**src/shared/cal_pkg.sv**
```systemverilog
// Shared constants, types and helpers for the calendar counter block.
package cal_pkg;

   // ----------------------------------------------------------------
   // Register indices; the byte address is four times the index
   // ----------------------------------------------------------------
   localparam logic [29:0] CAL_IDX_DAY     = 30'h0000_5147;
   localparam logic [29:0] CAL_IDX_MONTH   = 30'h0000_5148;
   localparam logic [29:0] CAL_IDX_YEAR    = 30'h0000_5149;
   localparam logic [29:0] CAL_IDX_WEEKDAY = 30'h0000_514a;
   localparam logic [29:0] CAL_IDX_CONTROL = 30'h0000_514b;

   // ----------------------------------------------------------------
   // Field positions
   // ----------------------------------------------------------------
   localparam int CAL_DAY_TENS_LSB    = 4;
   localparam int CAL_MONTH_TENS_BIT  = 4;
   localparam int CAL_YEAR_TENS_LSB   = 4;
   localparam int CAL_CTRL_HOLD_BIT   = 0;
   localparam int CAL_CTRL_BUSY_BIT   = 1;
   localparam int CAL_CTRL_EXTHLD_BIT = 2;

   // ----------------------------------------------------------------
   // Reset values and digit limits
   // ----------------------------------------------------------------
   localparam logic [1:0] CAL_DAY_TENS_RST    = 2'h0;
   localparam logic [3:0] CAL_DAY_UNITS_RST   = 4'h1;
   localparam logic       CAL_MONTH_TENS_RST  = 1'b0;
   localparam logic [3:0] CAL_MONTH_UNITS_RST = 4'h1;
   localparam logic [3:0] CAL_YEAR_RST        = 4'h0;
   localparam logic [2:0] CAL_WEEKDAY_RST     = 3'h0;
   localparam logic [2:0] CAL_WEEKDAY_LAST    = 3'h6;
   localparam logic [3:0] CAL_BCD_LAST        = 4'h9;

   typedef enum logic [2:0] {
      CAL_SEL_NONE,
      CAL_SEL_DAY,
      CAL_SEL_MONTH,
      CAL_SEL_YEAR,
      CAL_SEL_WEEKDAY,
      CAL_SEL_CONTROL
   } cal_sel_e;

   // Returns the wrap flag above the next BCD digit.
   function automatic logic [4:0] cal_bcd_inc(input logic [3:0] d);
      if (d >= CAL_BCD_LAST) begin
         return {1'b1, 4'h0};
      end
      return {1'b0, d + 4'h1};
   endfunction

   function automatic cal_sel_e cal_decode(input logic [31:0] addr);
      if (addr == {CAL_IDX_DAY, 2'b00}) begin
         return CAL_SEL_DAY;
      end else if (addr == {CAL_IDX_MONTH, 2'b00}) begin
         return CAL_SEL_MONTH;
      end else if (addr == {CAL_IDX_YEAR, 2'b00}) begin
         return CAL_SEL_YEAR;
      end else if (addr == {CAL_IDX_WEEKDAY, 2'b00}) begin
         return CAL_SEL_WEEKDAY;
      end else if (addr == {CAL_IDX_CONTROL, 2'b00}) begin
         return CAL_SEL_CONTROL;
      end
      return CAL_SEL_NONE;
   endfunction

endpackage

```
**src/rtl/cal_calendar.sv**
```systemverilog
// Calendar counters: BCD day, month, year and weekday behind an AHB-Lite slave.
// Functional notes
// - Day units count 0-9, carry to tens.
// - Day tens count up to 2 or 3.
// - Month end: day becomes 01, month advances.
// - Month units count 0-9, carry to tens.
// - Month units carry sets month tens bit.
// - Year change: month becomes 01, year advances.
// - Year units count 0-9, carry to tens.
// - Year tens count 0-9 on units carry.
// - Weekday cycles 0-6 with day units.
// - Soft reset leaves calendar counters unchanged.
// - Counters need no defined power-on value.
// - Hour counter wrap supplies the day carry.
// - Hold stops counters; divider keeps running.
`timescale 1ns/1ns
`default_nettype none
module cal_calendar
   import cal_pkg::*;
(
   input  wire logic        clk,
   input  wire logic        reset,
   input  wire logic        ce,
   input  wire logic        day_carry,
   input  wire logic        counter_hold_bit,
   input  wire logic        clock_soft_reset,
   input  wire logic        hsel,
   input  wire logic [31:0] haddr,
   input  wire logic [1:0]  htrans,
   input  wire logic        hwrite,
   input  wire logic [2:0]  hsize,
   input  wire logic [31:0] hwdata,
   input  wire logic        hready,
   output logic             hreadyout,
   output logic             hresp,
   output logic      [31:0] hrdata,
   output logic             carry_busy_flag
);

   typedef struct packed {
      logic [1:0] day_tens;
      logic [3:0] day_units;
      logic       month_tens_bit;
      logic [3:0] month_units;
      logic [3:0] year_tens;
      logic [3:0] year_units;
      logic [2:0] weekday_count;
      logic       hold_sw;
      logic       pending;
      logic [7:0] rdata;
   } cal_state_s;

   localparam cal_state_s CAL_STATE_RST = '{
      day_tens:       CAL_DAY_TENS_RST,
      day_units:      CAL_DAY_UNITS_RST,
      month_tens_bit: CAL_MONTH_TENS_RST,
      month_units:    CAL_MONTH_UNITS_RST,
      year_tens:      CAL_YEAR_RST,
      year_units:     CAL_YEAR_RST,
      weekday_count:  CAL_WEEKDAY_RST,
      hold_sw:        1'b0,
      pending:        1'b0,
      rdata:          8'h00
   };

   cal_state_s st_reg;
   cal_state_s st_next;
   logic       rd_take;
   logic       wr_take;
   cal_sel_e   rd_sel;
   cal_sel_e   wr_sel;
   logic [1:0] last_tens;
   logic [3:0] last_units;
   logic       hold;
   logic       adv;
   logic       at_last;
   logic       at_dec;
   logic [4:0] inc_day;
   logic [4:0] inc_month;
   logic [4:0] inc_yu;
   logic [4:0] inc_yt;
   logic [7:0] wbyte;

   // ----------------------------------------------------------------
   // Bus front end and month length
   // ----------------------------------------------------------------
   cal_bus_slave u_slave (
      .clk       (clk),
      .reset     (reset),
      .ce        (ce),
      .hsel      (hsel),
      .haddr     (haddr),
      .htrans    (htrans),
      .hwrite    (hwrite),
      .hready    (hready),
      .hreadyout (hreadyout),
      .hresp     (hresp),
      .rd_take   (rd_take),
      .rd_sel    (rd_sel),
      .wr_take   (wr_take),
      .wr_sel    (wr_sel)
   );

   cal_month_len u_len (
      .month_tens_bit (st_reg.month_tens_bit),
      .month_units    (st_reg.month_units),
      .year_tens      (st_reg.year_tens),
      .year_units     (st_reg.year_units),
      .last_tens      (last_tens),
      .last_units     (last_units)
   );

   // ----------------------------------------------------------------
   // Carry decode
   // ----------------------------------------------------------------
   // Only whole-word transfers are used, so hsize does not gate the write.
   assign wbyte   = hwdata[7:0];
   assign hold    = counter_hold_bit || st_reg.hold_sw;
   // A carry seen while held is kept and applied when the hold ends.
   assign adv     = ce && (day_carry || st_reg.pending) && !hold;
   assign at_last = (st_reg.day_tens == last_tens) && (st_reg.day_units == last_units);
   assign at_dec  = st_reg.month_tens_bit && (st_reg.month_units == 4'h2);
   assign inc_day   = cal_bcd_inc(st_reg.day_units);
   assign inc_month = cal_bcd_inc(st_reg.month_units);
   assign inc_yu    = cal_bcd_inc(st_reg.year_units);
   assign inc_yt    = cal_bcd_inc(st_reg.year_tens);
   assign hrdata          = {24'h00_0000, st_reg.rdata};
   assign carry_busy_flag = st_reg.pending;

   // ----------------------------------------------------------------
   // Next state
   // ----------------------------------------------------------------
   always_comb begin
      st_next = st_reg;
      if (ce) begin
         // A carry arriving at a release keeps the pending carry set, so both are applied.
         st_next.pending = hold ? (st_reg.pending || day_carry)
                                : (st_reg.pending && day_carry);
         if (adv) begin
            if (st_reg.weekday_count >= CAL_WEEKDAY_LAST) begin
               st_next.weekday_count = CAL_WEEKDAY_RST;
            end else begin
               st_next.weekday_count = st_reg.weekday_count + 3'h1;
            end
            if (at_last) begin
               st_next.day_tens  = 2'h0;
               st_next.day_units = 4'h1;
               if (at_dec) begin
                  st_next.month_tens_bit = 1'b0;
                  st_next.month_units    = 4'h1;
                  st_next.year_units     = inc_yu[3:0];
                  if (inc_yu[4]) begin
                     st_next.year_tens = inc_yt[3:0];
                  end
               end else begin
                  st_next.month_units = inc_month[3:0];
                  if (inc_month[4]) begin
                     st_next.month_tens_bit = 1'b1;
                  end
               end
            end else begin
               st_next.day_units = inc_day[3:0];
               if (inc_day[4]) begin
                  st_next.day_tens = st_reg.day_tens + 2'h1;
               end
            end
         end
         // A software write wins over a carry in the same cycle.
         if (wr_take) begin
            case (wr_sel)
               CAL_SEL_DAY: begin
                  st_next.day_tens  = wbyte[CAL_DAY_TENS_LSB +: 2];
                  st_next.day_units = wbyte[3:0];
               end
               CAL_SEL_MONTH: begin
                  st_next.month_tens_bit = wbyte[CAL_MONTH_TENS_BIT];
                  st_next.month_units    = wbyte[3:0];
               end
               CAL_SEL_YEAR: begin
                  st_next.year_tens  = wbyte[CAL_YEAR_TENS_LSB +: 4];
                  st_next.year_units = wbyte[3:0];
               end
               CAL_SEL_WEEKDAY: begin
                  st_next.weekday_count = wbyte[2:0];
               end
               CAL_SEL_CONTROL: begin
                  st_next.hold_sw = wbyte[CAL_CTRL_HOLD_BIT];
               end
               default: begin
                  st_next.hold_sw = st_reg.hold_sw;
               end
            endcase
         end
         // Soft reset only touches control state; the counters run on.
         if (clock_soft_reset) begin
            st_next.hold_sw = 1'b0;
         end
         // Read data is taken from the next values so a read right after
         // a write returns the written value.
         if (rd_take) begin
            case (rd_sel)
               CAL_SEL_DAY: begin
                  st_next.rdata = {2'b00, st_next.day_tens, st_next.day_units};
               end
               CAL_SEL_MONTH: begin
                  st_next.rdata = {3'b000, st_next.month_tens_bit, st_next.month_units};
               end
               CAL_SEL_YEAR: begin
                  st_next.rdata = {st_next.year_tens, st_next.year_units};
               end
               CAL_SEL_WEEKDAY: begin
                  st_next.rdata = {5'b00000, st_next.weekday_count};
               end
               CAL_SEL_CONTROL: begin
                  st_next.rdata = 8'h00;
                  st_next.rdata[CAL_CTRL_HOLD_BIT]   = st_next.hold_sw;
                  st_next.rdata[CAL_CTRL_BUSY_BIT]   = st_next.pending;
                  st_next.rdata[CAL_CTRL_EXTHLD_BIT] = counter_hold_bit;
               end
               default: begin
                  st_next.rdata = 8'h00;
               end
            endcase
         end
      end
   end

   // Power-on values are a convenience only; software must set the date.
   always_ff @(posedge clk) begin
      if (reset) begin
         st_reg <= CAL_STATE_RST;
      end else begin
         st_reg <= st_next;
      end
   end
endmodule
`default_nettype wire

```
**src/rtl/cal_month_len.sv**
```systemverilog
// Last day of the current month, leap years included.
`timescale 1ns/1ns
`default_nettype none
module cal_month_len
   import cal_pkg::*;
(
   input  wire logic       month_tens_bit,
   input  wire logic [3:0] month_units,
   input  wire logic [3:0] year_tens,
   input  wire logic [3:0] year_units,
   output logic      [1:0] last_tens,
   output logic      [3:0] last_units
);

   logic leap;

   always_comb begin
      // A two-digit year divisible by four: even tens with 0/4/8, odd tens with 2/6.
      if (year_tens[0] == 1'b0) begin
         leap = (year_units == 4'h0) || (year_units == 4'h4) || (year_units == 4'h8);
      end else begin
         leap = (year_units == 4'h2) || (year_units == 4'h6);
      end
      last_tens  = 2'h3;
      last_units = 4'h1;
      if (month_tens_bit) begin
         if (month_units == 4'h1) begin
            last_units = 4'h0;
         end
      end else if (month_units == 4'h2) begin
         last_tens  = 2'h2;
         last_units = leap ? 4'h9 : 4'h8;
      end else if ((month_units == 4'h4) || (month_units == 4'h6) || (month_units == 4'h9)) begin
         last_units = 4'h0;
      end
   end

endmodule
`default_nettype wire

```
**src/rtl/cal_bus_slave.sv**
```systemverilog
// AHB-Lite slave front end: address phase decode and data phase tracking.
`timescale 1ns/1ns
`default_nettype none
module cal_bus_slave
   import cal_pkg::*;
(
   input  wire logic        clk,
   input  wire logic        reset,
   input  wire logic        ce,
   input  wire logic        hsel,
   input  wire logic [31:0] haddr,
   input  wire logic [1:0]  htrans,
   input  wire logic        hwrite,
   input  wire logic        hready,
   output logic             hreadyout,
   output logic             hresp,
   output logic             rd_take,
   output cal_sel_e         rd_sel,
   output logic             wr_take,
   output cal_sel_e         wr_sel
);

   typedef struct packed {
      logic     dvalid;
      logic     dwrite;
      cal_sel_e dsel;
   } cal_slave_s;

   cal_slave_s st_reg;
   cal_slave_s st_next;
   logic       addr_phase;

   // ----------------------------------------------------------------
   // Handshake
   // ----------------------------------------------------------------
   // Zero wait states; a frozen block holds the bus off instead.
   assign hreadyout  = ce;
   assign hresp      = 1'b0;
   assign addr_phase = hsel && htrans[1] && hready && ce;
   assign rd_take    = addr_phase && !hwrite;
   assign rd_sel     = cal_decode(haddr);
   assign wr_take    = st_reg.dvalid && st_reg.dwrite && ce;
   assign wr_sel     = st_reg.dsel;

   always_comb begin
      st_next = st_reg;
      if (ce) begin
         st_next.dvalid = addr_phase;
         st_next.dwrite = hwrite;
         st_next.dsel   = cal_decode(haddr);
      end
   end

   always_ff @(posedge clk) begin
      if (reset) begin
         st_reg <= '{dvalid: 1'b0, dwrite: 1'b0, dsel: CAL_SEL_NONE};
      end else begin
         st_reg <= st_next;
      end
   end

endmodule
`default_nettype wire

```
**config.mk**
```make
export PLATFORM = sky130hd
export DESIGN_NAME = cal_calendar
export DESIGN_NICKNAME = d
export VERILOG_FILES = /design/src/shared/cal_pkg.sv /design/src/rtl/cal_calendar.sv /design/src/rtl/cal_month_len.sv /design/src/rtl/cal_bus_slave.sv
export SDC_FILE = /design/constraint.sdc
export NUM_CORES = 1
export LEC_CHECK = 0
export BUFFER_PORTS_ARGS = -buffer_cell sky130_fd_sc_hd__buf_2
export CORE_MARGIN = 4
export CORE_UTILIZATION = 46
export CTS_CLUSTER_SIZE = 14
export DETAILED_ROUTE_END_ITERATION = 6
export HOLD_SLACK_MARGIN = 0.06
export PLACE_DENSITY = 0.74
export SYNTH_ARGS = -nofsm -noshare
export SYNTH_HDL_FRONTEND = slang
export SYNTH_SLANG_ARGS = --single-unit
```
**constraint.sdc**
```tcl
create_clock -name clk -period 2.6 [get_ports clk]
set_input_delay 0.13 -clock clk [delete_from_list [all_inputs] [get_ports clk]]
set_output_delay 0.13 -clock clk [all_outputs]
set_load 0.1 [all_outputs]
```
==> impl_metrics.json <==
{
  "status": "completed",
  "layout.nets": 579,
  "syn_to_final_growth_pct": 19.5,
  "grt.total_usage_pct": 22.0,
  "clock_skew_ns": 0.00550,
  "dr_wl_met3_um": 814,
  "clockBufferDepth": 2,
  "wl_per_cell_um": 17.0,
  "fp.dieH_um": 90.7,
  "cap_violations": 0,
  "avgSynthCellArea_um2": 7.71,
  "finalCritPeriodShare_pct": 99.5,
  "cts_root_buffer": "clkbuf_8",
  "topRoutingLayerUsed": "met4",
  "fin_area_um2": 3760,
  "clkSinkCount": 37,
  "gp_congestion": 0.950,
  "synth_top_flop_cell": "dfxtp_1",
  "netlist_area_um2": 3140,
  "synth_top_area_cell": "dfxtp_1",
  "ys_warn_count": 0,
  "clk_latency_ns": 0.29,
  "post-dp-hpwl_um": 7360,
  "reg2reg_from": "st_reg[21]",
  "grt_max_degree": 35,
  "drt_iter0_drc": 316,
  "yosys_register_bits": 37,
  "slew_viol_final": 0,
  "synth_edf_count": 0,
  "syn_inst": 408,
  "cts_tree": "yes",
  "fin_ws_ns": 0.0130,
  "hold_ws_ns": 0.106,
  "ys_async_sr_fraction_pct": 0,
  "leakagePower_nw": 1.54,
  "postRouteAntennaNets": 0,
  "crit_path_end_kind": "register",
  "setup_tns_ns": 0,
  "io_buffer_count": 59,
  "antenna_found_initial": 0,
  "die_w_um": 90.7,
  "synth.top_cell.area_share_pct": 23.6,
  "r2r_slack_ns": 0.01,
  "yosys-top-cells-area": "dfxtp_1, buf_4, ha_1",
  "max_freq_mhz": 387,
  "dp_slack_ns": -0.121,
  "synth_common_cells": "nor2_1, dfxtp_1, buf_4",
  "drt_pass1_iterations": 5,
  "vias": 3428,
  "max-vdd-ir-drop_mv": 0.237,
  "via_per_inst": 6.10,
  "yosysMostFrequentCell": "nor2_1",
  "reg2reg_to": "hrdata[3]",
  "grt_pass1_wl_um": 15100,
  "grt_remaining_overflow": 0,
  "hold_depth": 3,
  "instances_no_fill": 562,
  "crit_arrival_ns": 2.79,
  "dp_cells": 552,
  "dpl_cell_area_um2": 3560,
  "largest_register_ffs": 23,
  "grt_pass1_vias": 3234,
  "hp-class": "in2reg",
  "finalHoldViolCount": 0,
  "cp-endpoint": "hrdata[3]",
  "initial_core_util_pct": 48.4,
  "crit_path_start": "st_reg[21]",
  "cp-start-kind": "register",
  "n_antenna_cell": 0,
  "cts_hold_buf": 0,
  "worst_slew_pin_slew_ns": 0.703,
  "rsz0062_at_grt": "true",
  "critPathKind": "reg2reg",
  "finalSetupViolations": 0,
  "ys_seq_area_share_pct": 23.6,
  "min_period_ns": 2.59,
  "remaining_drc_errors": 0,
  "clk_transition_reported_paths_ns": 0.08,
  "crit_fanout": 4,
  "cts_buffers": 5,
  "wl_met2_um": 4600,
  "finalWirelength_um": 9540,
  "pin_count": 113,
  "rows": 29,
  "max_slew_margin_pct": 53.1,
  "met1_length_um": 3960,
  "drive_gt1_share_pct": 28.0,
  "die_area_um2": 8220,
  "yosysUniqueCellTypes": 72,
  "htreeDepth": 2,
  "reg2reg_depth": 10,
  "worstPathRequired_ns": 2.81,
  "core_um2": 6490,
  "power_density_nw_per_um2": 345
}
## where the power goes
group / switching [W] / internal, W
sequential: 0.00000707 / 0.000573
clock: 0.000218 / 0.000186
combinational: 0.000252 / 0.0000599
total: 0.000477 / 0.000819
## how the worst min path moves through the flow
stage	start	endpoint	slack (ns)
final	hwdata[6]	st_reg[19]	0.11
after detailed placement	hwdata[7]	st_reg[20]	0.41
after global routing	hwdata[6]	st_reg[19]	0.12
after CTS	hwrite	u_slave.st_reg[3]	0.10
after floorplan	hwdata[0]	st_reg[21]	0.25
after global placement	hwrite	u_slave.st_reg[3]	0.40
## metal layers
layer	global-route usage, %	up-vias
met2	36.8	189
met1	28.0	1602
li1	-	1613
met5	0	-
met4	7.53	0
met3	4.58	24
## cell type report
| cell class | count | area [um^2] |
|---|---|---|
| Sequential cell | 37 | 746 |
| Tap cell | 77 | 96.3 |
| Inverter | 16 | 60.1 |
| Clock buffer | 6 | 72.6 |
| Timing Repair Buffer | 93 | 551 |
| Clock inverter | 2 | 10.0 |
| Multi-Input combinational cell | 331 | 2220 |
| Fill cell | 604 | 2740 |
## stage by stage
stage               total power [W]  utilization (%)
floorplan                  0.000858                -
global placement           0.000896             54.7
detailed placement         0.000899             54.7
CTS                         0.00130             56.5
global route                0.00134             57.9
finish                      0.00130             57.9
## kinds of logic after synthesis
kind of cell | synth area share [%]
and+or+nand+nor | 30.7
AOI/OAI and AO/OA | 23.9
buffers and inverters | 11.8
DFF | 23.6
adders and majority gates | 6.76
muxes | 2.59
xor gates and xnor gates | 0.557
other | 0.119
## placed cells by master, fill, tap and decap left out, drive strengths merged, types with 3 or more instances in the layout
cell type  count
a32oi          3
nor4           6
a21oi         20
o31a           4
nand2b         9
ha            17
nand4b         5
or2            6
buf           93
nand2         32
or4            4
nor2b          7
nor3          13
clkbuf         6
o21ai         16
nor3b          4
conb          25
o31ai          9
o21a           3
nand3         20
nor2          41
dfxtp         37
o211ai         5
mux2i          7
inv           16
nor4b          4
a311oi         3
and3           4
nand4          8
a211oi        12
## what timing repair did
| item | 4_1_cts | 5_1_grt |
|---|---|---|
| resized for setup | 6 | 17 |
| endpoints found under the hold margin | 0 | 0 |
| setup buffers | 1 | 1 |
| pin swaps | 1 | 8 |
| endpoints found under the setup margin | 7 | 13 |
## worst max-delay path, stage by stage (launching register included)
cell       delay (ns)
dfxtp_2          0.33
inv_2            0.07
ha_4             0.13
nor4b_4          0.26
mux2i_2          0.35
buf_4            0.18
o2111ai_4        0.14
nand2_2          0.13
a311oi_2         0.13
or4_4            0.57
a221oi_2         0.22
Note: power is estimated with default switching activity, not from simulation.
